### src/design/mcp_pkg.sv
/*
 * Shared constants for the multichannel PWM control block: frame layout,
 * register addresses, reset values and clock supervision limits.
 * Assumes a 125 MHz core clock and 16-bit serial frames, MSB first.
 */
package mcp_pkg;
    localparam int NCH = 6;
    localparam int NINT = 5;
    localparam int FRAME_BITS = 16;
    localparam int ADDR_W = 4;
    localparam int DUTY_W = 8;
    localparam int PH_W = 2;
    localparam int CH_IDX_W = 3;
    localparam int INC_CODE_W = 2;
    localparam int BITCNT_W = 5;
    localparam int CNT_W = 10;
    localparam int MON_W = 17;

    // frame field positions
    localparam int F_ADDR_LO = 12;
    localparam int F_WD = 11;
    localparam int F_BANK = 10;
    localparam int F_SIGN = 10;
    localparam int F_PH_LO = 9;
    localparam int F_ON = 8;
    localparam int F_SYNC = 1;

    // register addresses carried in the frame
    localparam logic [ADDR_W-1:0] ADDR_INIT = 4'h1;
    localparam logic [ADDR_W-1:0] ADDR_CH_FIRST = 4'h2;
    localparam logic [ADDR_W-1:0] ADDR_CH_LAST = 4'h7;
    localparam logic [ADDR_W-1:0] ADDR_OUTCTL = 4'h8;
    localparam logic [ADDR_W-1:0] ADDR_GLOBAL = 4'h9;
    localparam logic [ADDR_W-1:0] ADDR_PRESCALE = 4'hC;
    localparam logic [ADDR_W-1:0] ADDR_INCR = 4'hE;

    localparam logic [DUTY_W-1:0] DUTY_RST = 8'h00;
    localparam logic [DUTY_W-1:0] DUTY_MIN = 8'h00;
    localparam logic [DUTY_W-1:0] DUTY_MAX = 8'hFF;
    localparam logic [NCH-1:0] MASK_RST = 6'h00;
    localparam logic [PH_W-1:0] PH_RST = 2'h0;
    localparam logic [5:0] PHASE_PAD = 6'h00;

    // step codes and sizes of the incremental frame
    localparam logic [INC_CODE_W-1:0] INC_NONE = 2'h0;
    localparam logic [INC_CODE_W-1:0] INC_4 = 2'h1;
    localparam logic [INC_CODE_W-1:0] INC_8 = 2'h2;
    localparam logic [INC_CODE_W-1:0] INC_16 = 2'h3;
    localparam logic [DUTY_W-1:0] STEP_4 = 8'h04;
    localparam logic [DUTY_W-1:0] STEP_8 = 8'h08;
    localparam logic [DUTY_W-1:0] STEP_16 = 8'h10;

    // counter shift per divider: div1, div2, div4
    localparam int DIV1_SHIFT = 0;
    localparam int DIV2_SHIFT = 1;
    localparam int DIV4_SHIFT = 2;

    // external clock supervision
    localparam int CLK_PERIOD_NS = 8;
    localparam int FAST_LIMIT_NS = 4883;
    localparam int SLOW_LIMIT_NS = 78125;
    localparam int FAST_LIMIT_CYC =
        (FAST_LIMIT_NS + CLK_PERIOD_NS - 1) / CLK_PERIOD_NS;
    localparam int SLOW_LIMIT_CYC_DEF = SLOW_LIMIT_NS / CLK_PERIOD_NS;
endpackage

### src/design/mcp_frame_if.sv
/*
 * Carries one received 16-bit frame from the serial receiver to the core.
 * Assumes both ends run on core_clk; valid is a one-cycle pulse.
 */
`timescale 1ns/1ps
`default_nettype none
interface mcp_frame_if;
    import mcp_pkg::*;
    logic valid;
    logic [FRAME_BITS-1:0] data;
    modport rx (output valid, output data);
    modport core (input valid, input data);
endinterface
`default_nettype wire

### src/design/mcp_pwm_top.sv
/*
 * Multichannel PWM control: decodes 16-bit serial frames into per-channel
 * duty, phase, on/off and divider settings, a shared duty value, counter
 * sync and saturating step frames, and drives six PWM outputs.
 * Assumes fail_mode comes from logic on core_clk; pins are synchronised.
 */
`timescale 1ns/1ps
`default_nettype none
module mcp_pwm_top
    import mcp_pkg::*;
#(
    parameter int SLOW_LIMIT_CYC = SLOW_LIMIT_CYC_DEF
) (
    input wire logic core_clk,
    input wire logic resetn,
    input wire logic chip_select_n,
    input wire logic spi_clk,
    input wire logic spi_data_in,
    input wire logic pwm_clk_in,
    input wire logic fail_mode,
    output logic [NCH-1:0] output_drive,
    output logic [NCH-1:0] fast_edge,
    output logic clock_fail,
    output logic watchdog_toggle_bit
);
    mcp_frame_if fif ();

    logic frm_valid;
    logic [FRAME_BITS-1:0] frm_data;
    logic [ADDR_W-1:0] frm_addr;
    logic [CH_IDX_W-1:0] ch_idx;
    logic ch_hit;
    logic init_hit;
    logic outctl_hit;
    logic glob_hit;
    logic prs_hit;
    logic incr_hit;
    logic sync_req;
    logic ext_tick;
    logic pwm_hold;

    logic [DUTY_W-1:0] duty_r [NCH];
    logic [PH_W-1:0] phase_r [NCH];
    logic [NCH-1:0] on_r;
    logic [NCH-1:0] shared_duty_select_r;
    logic [DUTY_W-1:0] shared_duty_value_r;
    logic [NCH-1:0] divider_code_lo_r;
    logic [NCH-1:0] divider_code_hi_r;
    logic watchdog_r;
    logic [CNT_W-1:0] pwm_cnt_r;
    logic [NCH-1:0] output_drive_r;
    logic [NCH-1:0] output_drive_nxt;

    // saturating step of one duty value
    function automatic logic [DUTY_W-1:0] sat_step(
        input logic [DUTY_W-1:0] d,
        input logic [INC_CODE_W-1:0] code,
        input logic up
    );
        logic [DUTY_W:0] sum;
        logic [DUTY_W-1:0] step;
        logic [DUTY_W-1:0] res;
        unique case (code)
            INC_NONE: step = DUTY_MIN;
            INC_4: step = STEP_4;
            INC_8: step = STEP_8;
            INC_16: step = STEP_16;
        endcase
        if (up) begin
            sum = {1'b0, d} + {1'b0, step};
            res = sum[DUTY_W] ? DUTY_MAX : sum[DUTY_W-1:0];
        end else begin
            sum = {1'b0, d} - {1'b0, step};
            res = sum[DUTY_W] ? DUTY_MIN : sum[DUTY_W-1:0];
        end
        return res;
    endfunction

    // position of a channel inside its own period, phase removed
    function automatic logic [DUTY_W-1:0] chan_pos(
        input logic [CNT_W-1:0] cnt,
        input logic code_hi,
        input logic code_lo,
        input logic [PH_W-1:0] ph
    );
        logic [DUTY_W-1:0] p;
        if (code_hi)
            p = DUTY_W'(cnt >> DIV1_SHIFT);
        else if (code_lo)
            p = DUTY_W'(cnt >> DIV2_SHIFT);
        else
            p = DUTY_W'(cnt >> DIV4_SHIFT);
        return DUTY_W'(p - {ph, PHASE_PAD});
    endfunction

    mcp_spi_rx u_rx (
        .core_clk(core_clk),
        .resetn(resetn),
        .chip_select_n(chip_select_n),
        .spi_clk(spi_clk),
        .spi_data_in(spi_data_in),
        .frm(fif.rx)
    );

    mcp_clk_mon #(
        .SLOW_CYC(SLOW_LIMIT_CYC)
    ) u_mon (
        .core_clk(core_clk),
        .resetn(resetn),
        .pwm_clk_in(pwm_clk_in),
        .ext_tick(ext_tick),
        .clock_fail(clock_fail)
    );

    // frames arrive only at chip select release
    // frame end apply
    assign frm_valid = fif.valid;
    assign frm_data = fif.data;
    assign frm_addr = frm_data[F_ADDR_LO +: ADDR_W];
    assign ch_idx = CH_IDX_W'(frm_addr - ADDR_CH_FIRST);
    assign ch_hit = frm_valid && frm_addr >= ADDR_CH_FIRST
        && frm_addr <= ADDR_CH_LAST;
    assign init_hit = frm_valid && frm_addr == ADDR_INIT;
    assign outctl_hit = frm_valid && frm_addr == ADDR_OUTCTL;
    assign glob_hit = frm_valid && frm_addr == ADDR_GLOBAL;
    assign prs_hit = frm_valid && frm_addr == ADDR_PRESCALE;
    assign incr_hit = frm_valid && frm_addr == ADDR_INCR;
    assign sync_req = init_hit && frm_data[F_SYNC];

    always_ff @(posedge core_clk or negedge resetn) begin
        if (!resetn) begin
            for (int i = 0; i < NCH; i++)
                duty_r[i] <= DUTY_RST;
        end else if (ch_hit) begin
            duty_r[ch_idx] <= frm_data[DUTY_W-1:0];
        end else if (incr_hit) begin
            for (int i = 0; i < NINT; i++)
                duty_r[i] <= sat_step(duty_r[i],
                    frm_data[INC_CODE_W*i +: INC_CODE_W],
                    frm_data[F_SIGN]);
        end
    end

    always_ff @(posedge core_clk or negedge resetn) begin
        if (!resetn) begin
            for (int i = 0; i < NCH; i++)
                phase_r[i] <= PH_RST;
        end else if (ch_hit) begin
            phase_r[ch_idx] <= frm_data[F_PH_LO +: PH_W];
        end
    end

    always_ff @(posedge core_clk or negedge resetn) begin
        if (!resetn)
            on_r <= MASK_RST;
        else if (ch_hit)
            on_r[ch_idx] <= frm_data[F_ON];
        else if (outctl_hit)
            on_r <= frm_data[NCH-1:0];
    end

    always_ff @(posedge core_clk or negedge resetn) begin
        if (!resetn) begin
            shared_duty_select_r <= MASK_RST;
            shared_duty_value_r <= DUTY_RST;
        end else if (glob_hit && !frm_data[F_BANK]) begin
            shared_duty_select_r <= frm_data[NCH-1:0];
        end else if (glob_hit) begin
            shared_duty_value_r <= frm_data[DUTY_W-1:0];
        end
    end

    always_ff @(posedge core_clk or negedge resetn) begin
        if (!resetn) begin
            divider_code_lo_r <= MASK_RST;
            divider_code_hi_r <= MASK_RST;
        end else if (prs_hit && !frm_data[F_BANK]) begin
            divider_code_lo_r <= frm_data[NCH-1:0];
        end else if (prs_hit) begin
            divider_code_hi_r <= frm_data[NCH-1:0];
        end
    end

    // last watchdog bit seen in any frame
    always_ff @(posedge core_clk or negedge resetn) begin
        if (!resetn)
            watchdog_r <= 1'b0;
        else if (frm_valid)
            watchdog_r <= frm_data[F_WD];
    end

    always_ff @(posedge core_clk or negedge resetn) begin
        if (!resetn)
            pwm_cnt_r <= '0;
        else if (sync_req)
            pwm_cnt_r <= '0;
        else if (ext_tick)
            pwm_cnt_r <= CNT_W'(pwm_cnt_r + 1'b1);
    end

    assign pwm_hold = clock_fail || fail_mode;

    always_comb begin
        for (int i = 0; i < NCH; i++) begin
            logic [DUTY_W-1:0] eff;
            eff = shared_duty_select_r[i] ? shared_duty_value_r : duty_r[i];
            if (!on_r[i])
                output_drive_nxt[i] = 1'b0;
            else if (pwm_hold)
                output_drive_nxt[i] = 1'b1;
            else
                output_drive_nxt[i] = chan_pos(pwm_cnt_r,
                    divider_code_hi_r[i], divider_code_lo_r[i],
                    phase_r[i]) < eff;
        end
    end

    always_ff @(posedge core_clk or negedge resetn) begin
        if (!resetn)
            output_drive_r <= MASK_RST;
        else
            output_drive_r <= output_drive_nxt;
    end

    assign output_drive = output_drive_r;
    assign fast_edge = divider_code_hi_r;
    assign watchdog_toggle_bit = watchdog_r;
endmodule
`default_nettype wire

### src/design/mcp_spi_rx.sv
/*
 * Serial frame receiver: samples the pins through synchronisers, shifts
 * data MSB first on falling serial clock edges, and hands over a frame
 * at the rising edge of chip select when exactly 16 bits were seen.
 * Assumes serial clock well below a quarter of core_clk.
 */
`timescale 1ns/1ps
`default_nettype none
module mcp_spi_rx
    import mcp_pkg::*;
(
    input wire logic core_clk,
    input wire logic resetn,
    input wire logic chip_select_n,
    input wire logic spi_clk,
    input wire logic spi_data_in,
    mcp_frame_if.rx frm
);
    logic [2:0] cs_s_r;
    logic [2:0] sck_s_r;
    logic [1:0] sdi_s_r;
    logic [FRAME_BITS-1:0] shift_r;
    logic [BITCNT_W-1:0] bitcnt_r;
    logic sck_fall;
    logic cs_rise;

    always_ff @(posedge core_clk or negedge resetn) begin
        if (!resetn) begin
            cs_s_r <= 3'h7;
            sck_s_r <= 3'h0;
            sdi_s_r <= 2'h0;
        end else begin
            cs_s_r <= {cs_s_r[1:0], chip_select_n};
            sck_s_r <= {sck_s_r[1:0], spi_clk};
            sdi_s_r <= {sdi_s_r[0], spi_data_in};
        end
    end

    assign sck_fall = !sck_s_r[1] && sck_s_r[2] && !cs_s_r[1];
    assign cs_rise = cs_s_r[1] && !cs_s_r[2];

    always_ff @(posedge core_clk or negedge resetn) begin
        if (!resetn) begin
            shift_r <= '0;
            bitcnt_r <= '0;
        end else if (cs_s_r[1]) begin
            bitcnt_r <= '0;
        end else if (sck_fall) begin
            shift_r <= {shift_r[FRAME_BITS-2:0], sdi_s_r[1]};
            if (bitcnt_r <= BITCNT_W'(FRAME_BITS))
                bitcnt_r <= bitcnt_r + 1'b1;
        end
    end

    // frames of any other length are dropped
    always_ff @(posedge core_clk or negedge resetn) begin
        if (!resetn) begin
            frm.valid <= 1'b0;
            frm.data <= '0;
        end else begin
            frm.valid <= cs_rise && bitcnt_r == BITCNT_W'(FRAME_BITS);
            if (cs_rise)
                frm.data <= shift_r;
        end
    end
endmodule
`default_nettype wire

### src/design/mcp_clk_mon.sv
/*
 * External PWM clock supervisor: synchronises the clock pin, emits one
 * tick per rising edge and flags the clock as failed when an interval is
 * too short or grows too long. Assumes core_clk far above the pin rate.
 */
`timescale 1ns/1ps
`default_nettype none
module mcp_clk_mon
    import mcp_pkg::*;
#(
    parameter int SLOW_CYC = SLOW_LIMIT_CYC_DEF
) (
    input wire logic core_clk,
    input wire logic resetn,
    input wire logic pwm_clk_in,
    output logic ext_tick,
    output logic clock_fail
);
    logic [2:0] clk_s_r;
    logic [MON_W-1:0] ivl_r;

    always_ff @(posedge core_clk or negedge resetn) begin
        if (!resetn)
            clk_s_r <= 3'h0;
        else
            clk_s_r <= {clk_s_r[1:0], pwm_clk_in};
    end

    assign ext_tick = clk_s_r[1] && !clk_s_r[2];

    always_ff @(posedge core_clk or negedge resetn) begin
        if (!resetn)
            ivl_r <= '0;
        else if (ext_tick)
            ivl_r <= '0;
        else if (ivl_r < MON_W'(SLOW_CYC))
            ivl_r <= ivl_r + 1'b1;
    end

    // failed until a good interval proves the clock
    always_ff @(posedge core_clk or negedge resetn) begin
        if (!resetn)
            clock_fail <= 1'b1;
        else if (ext_tick)
            // an edge after a timed-out gap is not a good interval
            clock_fail <= ivl_r < MON_W'(FAST_LIMIT_CYC)
                || ivl_r >= MON_W'(SLOW_CYC);
        else if (ivl_r >= MON_W'(SLOW_CYC))
            clock_fail <= 1'b1;
    end
endmodule
`default_nettype wire

### config.mk
export PLATFORM = sky130hd
export DESIGN_NAME = mcp_pwm_top
export DESIGN_NICKNAME = d
export VERILOG_FILES = /design/src/design/mcp_pkg.sv /design/src/design/mcp_frame_if.sv /design/src/design/mcp_pwm_top.sv /design/src/design/mcp_spi_rx.sv /design/src/design/mcp_clk_mon.sv
export SDC_FILE = /design/constraint.sdc
export NUM_CORES = 1
export LEC_CHECK = 0
export ABC_AREA = 1
export ABC_CLOCK_PERIOD_IN_PS = 3200
export BUFFER_PORTS_ARGS = -buffer_cell sky130_fd_sc_hd__buf_4
export CORE_MARGIN = 8
export CORE_UTILIZATION = 55
export DETAILED_ROUTE_END_ITERATION = 12
export PLACE_DENSITY_LB_ADDON = 0.12
export SYNTH_ARGS = -nofsm -noshare
export SYNTH_HDL_FRONTEND = slang
export SYNTH_SLANG_ARGS = --single-unit
### constraint.sdc
create_clock -name core_clk -period 3.2 [get_ports core_clk]
set_input_delay 0.16 -clock core_clk [delete_from_list [all_inputs] [get_ports core_clk]]
set_output_delay 0.16 -clock core_clk [all_outputs]
set_load 0.02 [all_outputs]
==> impl_metrics.ini, run 1 <==
[synthesis]
synth_nets = 1818
synth_ff_type = dfrtp_1
ys_warn_count = 0
synth.cell_area_um2 = 12200
synth_edf_count = 0
synth_top_area_cell = dfrtp_1
synth.distinct_cells = 43
yosysSeqAreaShare_pct = 36.1
synthCells = 1718
synthTopCellsByCount = nand2_1, o21ai_0, inv_1
synth_area_leaders = dfrtp_1, nand2_1, o21ai_0, ha_1, a21oi_1
syn_avg_cell_area_um2 = 7.12
synth.most_common_cell = nand2_1
synth_top_area_share_pct = 35.2
async_reset_ff_share_pct = 100
synth_seq_cells = 176

[sta]
worst_slew_margin_rel_pct = 47.7
rsz0062_at_grt = no
final.setup_skew_ns = 0.0108
tightestPinTransition_ns = 0.781
finalCritPeriodShare_pct = 85.6
timing.fmax_mhz = 365
setup_violations = 0
slew_violations = 0
tns_ns = 0
hold_viol = 0
period_minus_slack_ns = 2.74

[placement]
port_buffers = 20
place_area_um2 = 12600
globalplace.congestion = 0.926
dp_hpwl_mm = 25.8

[grt]
grt_max_degree = 78
antenna_found_initial = 0
grt_pass1_vias = 10511
grt_pass1_wl_mm = 56.2
overflow = 0
grt_usage_pct = 26.3

[critical_path]
cp_slowest_cell = dfrtp_1
reg2reg_to = duty_r[25]
cp-start-kind = register
required_ns = 3.57
r2r.worst_path.cells = 11
cp.buffers_inverters = 2
cp_slowest_stage_delay_ns = 0.68
critPathKind = register to register
r2r-start = u_rx.frm.data[5]
critPathArrivalTime_ns = 3.11
cp_common_cell = nor2_1
setup.worst_path.end_class = register
regToRegSetupSlack_ns = 0.46
cp_top_family = simple AND/OR/NAND/NOR gates
cp_max_fo = 10
crit_chain = inv_1, nor2_1, inv_1, fa_1, nor2_1, nor2_1, nor2_1, nand2_1, nor2_1, a21oi_1, a21oi_1

[cts]
cts_root_buf = clkbuf_16
cts_max_level = 4
cts_sinks = 176
postCtsHoldBufs = 5
cts_buffers = 17
clk_pin_slew_ns = 0.08
cts_max_path_buffers = 2
clk_latency_ns = 0.44
cts-resized-gates = 0
cts_tree = done
cts_setup_buffers = 0

[die]
start_util_pct = 56.0
rows = 54
fp.dieW_um = 165
core_region_area_um2 = 21800
die-area_um2 = 27300
num_io_pins = 21
die_height_um = 165

[detailed_routing]
ant_nets = 0
drtPass1Iterations = 5
avgRoutedWirePerCell_um = 17.7
first_iter_violations = 1119
routed_wl_mm = 35.2
num_vias = 11347
vias_per_cell = 5.69
drc = 0

[hold_path]
min_to = output_drive[4]
hp-start = fail_mode
hp-class = input port to register
hold_depth = 3

[power_and_ir_drop]
ir_worst_vdd_mv = 0.286
power.density_nw_per_um2 = 458
leakagePower_uw = 0.00644

[final_layout]
nets = 1800
fillers = 2034
drive_above_1_share_pct = 6.30
num_antenna_cells = 0
syn_to_final_growth_pct = 8.10
final_cell_area_um2 = 13200

[job]
drv_cap = 0

[outcome]
outcome = finished, final reports clean
worst register-to-register path: cells and delay by family (launching register included):
family | cells | cell delay, ns
DFF | 1 | 0.68
and+or+nand+nor | 6 | 0.96
adders and majority gates | 1 | 0.41
AOI/OAI and AO/OA | 2 | 0.24
buffers and inverters | 2 | 0.38
state kept, by name (all words and copies together) (netlist names), 2 cells and up:
signal                cells
output_drive              6
shared_duty_select_r      6
shared_duty_value_r       8
u_mon.ivl_r              17
on_r                      6
phase_r                  12
u_rx.sck_s_r              3
u_rx.cs_s_r               3
fast_edge                 6
pwm_cnt_r                10
duty_r                   48
u_mon.clk_s_r             3
u_rx.sdi_s_r              2
u_rx.bitcnt_r             5
divider_code_lo_r         6
u_rx.frm.data            16
u_rx.shift_r             16
power by group:
| group | leakage (µW) | internal [µW] | switching [µW] |
|---|---|---|---|
| clock network | 0.000297 | 1070 | 1090 |
| registers | 0.00240 | 2320 | 142 |
| logic | 0.00374 | 475 | 950 |
| total | 0.00644 | 3870 | 2180 |
cells by family after synthesis:
group                      Yosys count  synth area share [%]
and+or+nand+nor                    689                  23.2
adders and majority gates           93                  10.1
muxes                                1                0.0921
AOI/OAI and AO/OA                  446                  19.5
buffers and inverters              283                  8.88
xor gates and xnor gates            30                  2.15
DFF                                176                  36.1
worst max-delay path by stage:
stage                                start         end  slack [ns]  cells past startpoint
after floorplan           u_rx.frm.data[4]  duty_r[24]        0.88                     12
final                     u_rx.frm.data[5]  duty_r[25]        0.46                     11
after global placement    u_rx.frm.data[5]  duty_r[24]        0.52                     11
after detailed placement  u_rx.frm.data[5]  duty_r[25]        0.49                     11
after global routing      u_rx.frm.data[5]  duty_r[25]        0.24                     11
after CTS                 u_rx.frm.data[5]  duty_r[25]        0.47                     11
through the flow:
step,setup slack [ns],utilization [%],instances,hold slack (ns),total power (µW)
2_1_floorplan,0.884,-,1718,-0.136,3470
3_3_place_gp,0.519,57.5,1956,0.221,3880
3_5_place_dp,0.485,57.5,1956,0.223,3910
4_1_cts,0.465,60.5,1993,0.212,6050
5_1_grt,0.244,60.5,1993,0.232,6380
6_report,0.460,60.5,1993,0.208,6050
per-layer routing:
layer / global-route usage [%] / routed length [µm] / up-vias
met5: 0 / 0 / -
met4: 7.37 / 713 / 0
met1: 36.7 / 16200 / 5327
met2: 41.2 / 15900 / 368
met3: 4.56 / 2370 / 47
li1: - / - / 5605
cell type report:
type | instances | area, µm² | area share [%]
clock buffer | 17 | 425 | 3.22
tap | 280 | 350 | 2.65
inverter | 207 | 777 | 5.88
multi-input combinational | 1259 | 6730 | 50.9
timing repair buffer | 39 | 337 | 2.55
clock inverter | 15 | 186 | 1.41
sequential | 176 | 4410 | 33.4
cell usage in the layout (no fill, tap or decap), drive strengths merged:
cell	netlist	layout
a211oi	10	10
a21oi	164	164
a221oi	5	5
a22oi	15	15
a31oi	6	6
a32oi	1	1
buf	15	33
clkbuf	61	18
clkinv	2	10
dfrtp	172	172
dfstp	4	4
dlygate4sd3	0	5
fa	10	10
ha	83	83
inv	205	212
mux2	1	1
nand2	424	424
nand3	80	80
nand4	21	21
nor2	134	134
nor3	16	16
nor3b	1	1
nor4	2	2
o211ai	2	2
o21a	4	4
o21ai	236	236
o221ai	1	1
o22ai	2	2
or2	11	11
xnor2	2	2
xor2	28	28
(Power assumes the default switching activity.)
==> run 2, diff against run 1 <==
CTS_BUF_LIST = sky130_fd_sc_hd__clkbuf_2   (was not set)
==> run 2 against run 1 <==
Against the previous run:
- the flow now finishes with violations (design-rule violations)
- flip-flop and latch count unchanged
- largest cell class unchanged
- routed wire length decreased by 1.1%
- largest power group unchanged
- worst hold slack improved by 0.17 ns
==> impl_metrics.ini, run 2 (synthesis gave the netlist of run 1 again) <==
[outcome]
outcome = finished, violations left
violations = design-rule violations

[power_and_ir_drop]
fin_total_pwr_uw = 5170
power.density_nw_per_um2 = 399
leakagePower_uw = 0.00634
ir_worst_vdd_mv = 0.254

[cts]
cts_sinks = 176
cts_max_level = 4
cts_setup_buffers = 0
postCtsHoldBufs = 12
cts_max_path_buffers = 2
cts-resized-gates = 0
clk_latency_ns = 0.81
clk_pin_slew_ns = 0.33
cts_buffers = 17
cts_tree = done
cts_root_buf = clkbuf_2

[final_layout]
fillers = 2077
nets = 1807
drive_above_1_share_pct = 6.34
mostFrequentLayoutCell = nand2_1
top_regs = duty_r: 48 flops, u_mon.ivl_r: 17 flops
final_cell_mix = nand2_1, o21ai_0, inv_1, dfrtp_1, a21oi_1
syn_to_final_growth_pct = 6.05
largest_reg_flops = 48
final_cell_area_um2 = 13000
largest_register = duty_r

[detailed_routing]
vias_per_cell = 5.65
first_iter_violations = 1152
ant_nets = 0
routed_wl_mm = 34.8
avgRoutedWirePerCell_um = 17.4
num_vias = 11299
drc = 1
drtPass1Iterations = 13

[placement]
port_buffers = 20
place_area_um2 = 12600
dp_hpwl_mm = 25.8
place_ws_ns = 0.485
globalplace.congestion = 0.926

[sta]
setup_violations = 0
tightestPinTransition_ns = 0.795
tns_ns = 0
period_minus_slack_ns = 2.75
setup_ws_ns = 0.449
final.setup_skew_ns = 0.0642
worst_slew_margin_rel_pct = 46.8
rsz0062_at_grt = no
hold_slack_ns = 0.377
finalCritPeriodShare_pct = 86.0
slew_violations = 0
timing.fmax_mhz = 363
hold_viol = 0

[critical_path]
crit_chain = inv_1, nor2_1, inv_1, fa_1, nand2_1, nand4_1, or2_2, a31oi_2, o21ai_0, o21ai_0
cp-start-kind = register
cp_slowest_cell = dfrtp_1
r2r-start = u_rx.frm.data[5]
reg2reg_to = duty_r[24]
required_ns = 3.93
cp_slowest_stage_delay_ns = 0.74
regToRegSetupSlack_ns = 0.45
cp_top_family = simple AND/OR/NAND/NOR gates
setup.worst_path.end_class = register
critPathKind = register to register
cp.buffers_inverters = 2
cp_max_fo = 10
r2r.worst_path.cells = 10
critPathArrivalTime_ns = 3.48

[die]
num_io_pins = 21
rows = 54
start_util_pct = 56.0
die-area_um2 = 27300
core_region_area_um2 = 21800
die_height_um = 165
fp.dieW_um = 165

[hold_path]
hp-class = input port to register
min_to = output_drive[4]
hold_depth = 4
hp-start = fail_mode

[grt]
grt_max_degree = 75
overflow = 0
grt_pass1_vias = 10405
grt_usage_pct = 26.0
grt_pass1_wl_mm = 55.5
antenna_found_initial = 1

[job]
drv_cap = 0
-- run 2: cell types whose count changed in the layout (fill, tap and decap cells not counted), sizes merged --
cell         before  now
buf              33   34
diode             0    1
dlygate4sd3       5   11
-- run 2: stage by stage --
step           std cells  util, %
3_5_place_dp        1956     57.5
6_report            2001     59.4
5_1_grt             2001     59.4
2_1_floorplan       1718        -
4_1_cts             2000     59.4
3_3_place_gp        1956     57.5
-- run 2: worst max-delay path by stage --
stage / from / to / slack (ns) / cells after the start
2_1_floorplan: u_rx.frm.data[4] / duty_r[24] / 0.88 / 12
3_3_place_gp: u_rx.frm.data[5] / duty_r[24] / 0.52 / 11
3_5_place_dp: u_rx.frm.data[5] / duty_r[25] / 0.49 / 11
4_1_cts: u_rx.frm.data[5] / duty_r[24] / 0.44 / 11
5_1_grt: u_rx.frm.data[5] / duty_r[24] / 0.23 / 11
6_report: u_rx.frm.data[5] / duty_r[24] / 0.45 / 10
-- run 2: final cells by class --
type / count / area (µm²) / share of cell area, %
antenna: 1 / 2.50 / 0.0193
sequential: 176 / 4410 / 34.0
inverter: 207 / 777 / 5.99
clock buffer: 17 / 85.1 / 0.656
tap: 280 / 350 / 2.70
timing repair buffer: 46 / 424 / 3.27
multi-input combinational: 1259 / 6730 / 51.9
clock inverter: 15 / 186 / 1.44
-- run 2: per-layer routing --
metal  GRT usage [%]  part of all wire, %  vias to the layer above
met5               0                    0                        -
met4            6.92                  2.3                        0
li1                -                    -                     5620
met1            36.5                   45                     5247
met2            40.1                   45                      380
met3            5.26                  7.8                       52
-- run 2: report_power, final --
group	switching [µW]	total, µW	internal (µW)
Sequential	140	2470	2330
Combinational	951	1430	483
Clock	981	1260	283
-- run 2: tightest hold or removal path, stage by stage --
cell and delay, ns:
dlygate4sd3_1 0.52, buf_4 0.11, nor2_1 0.17, a21oi_1 0.19
==> run 3, diff against run 2 <==
SYNTH_HIERARCHICAL = 1   (was not set)
==> run 3 against run 2 <==
Against the previous run:
- worst hold slack better by 0.0012 ns
- largest cell class unchanged
- via count grew 2.1%
- sequential share of layout area fell by 0.74 points
- first-iteration DRC count up 2.3%
- the flow now finishes without violations
- fmax shrank 4.7%
- synthesized cell count is 0.41% higher
- non-clock buffer count grew 7
- sequential power increased by 2%
- clock power is essentially flat
==> impl_metrics.ini, run 3 <==
[grt]
grt_pass1_vias = 10693
grt_pass1_wl_mm = 56.6
overflow = 0
antenna_found_initial = 1
grt_usage_pct = 25.4
grt_max_degree = 70

[synthesis]
yosys.area_share.simple_pct = 24.2
syn_avg_cell_area_um2 = 7.25
async_reset_ff_share_pct = 100
yosysSeqAreaShare_pct = 35.3
synth.distinct_cells = 52
synth_seq_cells = 176
synth_top_area_share_pct = 34.4
synth_xor_area_share_pct = 1.75
synth_ff_type = dfrtp_1
synth.cell_area_um2 = 12500
synth_compound_area_share_pct = 19.3
synth_top_family_by_area = simple AND/OR/NAND/NOR gates
ys_warn_count = 6
synth_nets = 1828
synthCells = 1725
synth_edf_count = 0
synth_area_leaders = dfrtp_1, nand2_1, ha_1, o21ai_0, inv_1
synthAdderAreaFrac_pct = 10.2
synthTopCellsByCount = nand2_1, o21ai_0, inv_1
synth_mux_area_share_pct = 0
synth.most_common_cell = nand2_1
synth_top_area_cell = dfrtp_1

[sta]
worst_slew_margin_rel_pct = 41.0
period_minus_slack_ns = 2.89
tns_ns = 0
final.setup_skew_ns = 0.0514
setup_violations = 0
tightestPinTransition_ns = 0.883
hold_viol = 0
hold_slack_ns = 0.378
slew_violations = 0
finalCritPeriodShare_pct = 90.2
timing.fmax_mhz = 346
rsz0062_at_grt = no

[die]
num_io_pins = 21
fp.dieW_um = 167
die_height_um = 167
rows = 55
core_region_area_um2 = 22500
start_util_pct = 55.6
die-area_um2 = 27800

[detailed_routing]
first_iter_violations = 1178
routed_wl_mm = 35.0
num_vias = 11534
avgRoutedWirePerCell_um = 17.3
ant_nets = 0
drc = 0
drtPass1Iterations = 8
vias_per_cell = 5.69

[final_layout]
register_area_um2 = 4410
syn_to_final_growth_pct = 5.94
mostFrequentLayoutCell = nand2_1
fillers = 2105
top_regs = duty_r: 48 flops, u_mon/ivl_r: 17 flops
largest_register = duty_r
drive_above_1_share_pct = 8.33
final_cell_mix = nand2_1, o21ai_0, inv_1, dfrtp_1, a21oi_1
largest_reg_flops = 48
nets = 1830
multi_input_area_um2 = 6940

[outcome]
outcome = finished, final reports clean

[power_and_ir_drop]
ir_worst_vdd_mv = 0.237
power.density_nw_per_um2 = 415
leakagePower_uw = 0.00651

[placement]
globalplace.congestion = 0.926
dp_hpwl_mm = 25.4
port_buffers = 20

[cts]
clk_pin_slew_ns = 0.31
cts_tree = done
clk_latency_ns = 0.79
cts_sinks = 176
cts_max_path_buffers = 2
cts_setup_buffers = 0
cts-resized-gates = 0
cts_max_level = 4
postCtsHoldBufs = 12
cts_root_buf = clkbuf_2
cts_buffers = 17

[critical_path]
setup.worst_path.end_class = register
cp_max_fo = 8
critPathArrivalTime_ns = 3.62
critPathKind = register to register
cp-start-kind = register
required_ns = 3.93

[job]
drv_cap = 0

[hold_path]
hp-class = input port to register
-- run 3: per-stage QoR --
stage	utilization, %	cells	setup slack [ns]	total power (µW)	cell area, µm²
after global placement	57.0	1981	0.472	4170	12800
after floorplan	-	1725	0.847	3680	12500
after detailed placement	57.0	1981	0.452	4210	12800
after global routing	58.9	2026	0.0126	5870	13300
final	58.9	2026	0.313	5490	13300
after CTS	58.9	2025	0.377	5510	13200
-- run 3: area by class of cell --
type,instances,area share [%]
inverters,215,6.09
clock buffers,17,0.642
diodes,1,0.0189
repair buffers,53,3.50
well taps,285,2.69
clock inverters,15,1.43
flip-flops and latches,176,33.3
multi-input cells,1264,52.4
-- run 3: cell families (layout without fill, tap and decap cells) --
| group | after synthesis | in the layout |
|---|---|---|
| AOI/OAI and AO/OA | 431 | 431 |
| buffers and inverters | 285 | 300 |
| xor gates and xnor gates | 25 | 25 |
| other | 0 | 1 |
| and+or+nand+nor | 712 | 712 |
| DFF | 176 | 176 |
| adders and majority gates | 96 | 96 |
-- run 3: worst paths after layout --
check / from / to / slack (ns) / cells after the start
min in group asynchronous: resetn / u_rx/cs_s_r[2] / 0.48 / 3
setup / recovery: u_rx/frm.data[3] / duty_r[37] / 0.31 / 11
setup reg to reg: u_rx/frm.data[3] / duty_r[37] / 0.31 / 11
max in group asynchronous: resetn / shared_duty_value_r[6] / 2.31 / 4
hold reg to reg: u_rx/cs_s_r[0] / u_rx/cs_s_r[1] / 0.38 / 0
hold / removal: fail_mode / output_drive[4] / 0.38 / 4
-- run 3: power breakdown --
part / total, µW / internal (µW) / switching, µW
clock: 1290 / 344 / 941
combinational: 1700 / 577 / 1120
sequential: 2510 / 2340 / 172
total: 5490 / 3260 / 2230
-- run 3: metal layers --
metal / up-vias / GRT usage, % / share of wire (%)
met3: 76 / 4.37 / 7.5
met4: 0 / 9.32 / 3.1
met1: 5378 / 36.2 / 46
met2: 413 / 38.1 / 43
li1: 5667 / - / -
met5: - / 0 / 0
-- run 3: worst max-delay path, cell delays in order, from the launching register on --
cell,delay [ns]
dfrtp_1,0.67
inv_1,0.27
nor2_1,0.20
inv_1,0.13
fa_1,0.45
o21bai_1,0.23
nand3_1,0.21
nor2_1,0.32
inv_1,0.11
o21ai_0,0.09
a21oi_1,0.06
o21ai_1,0.11
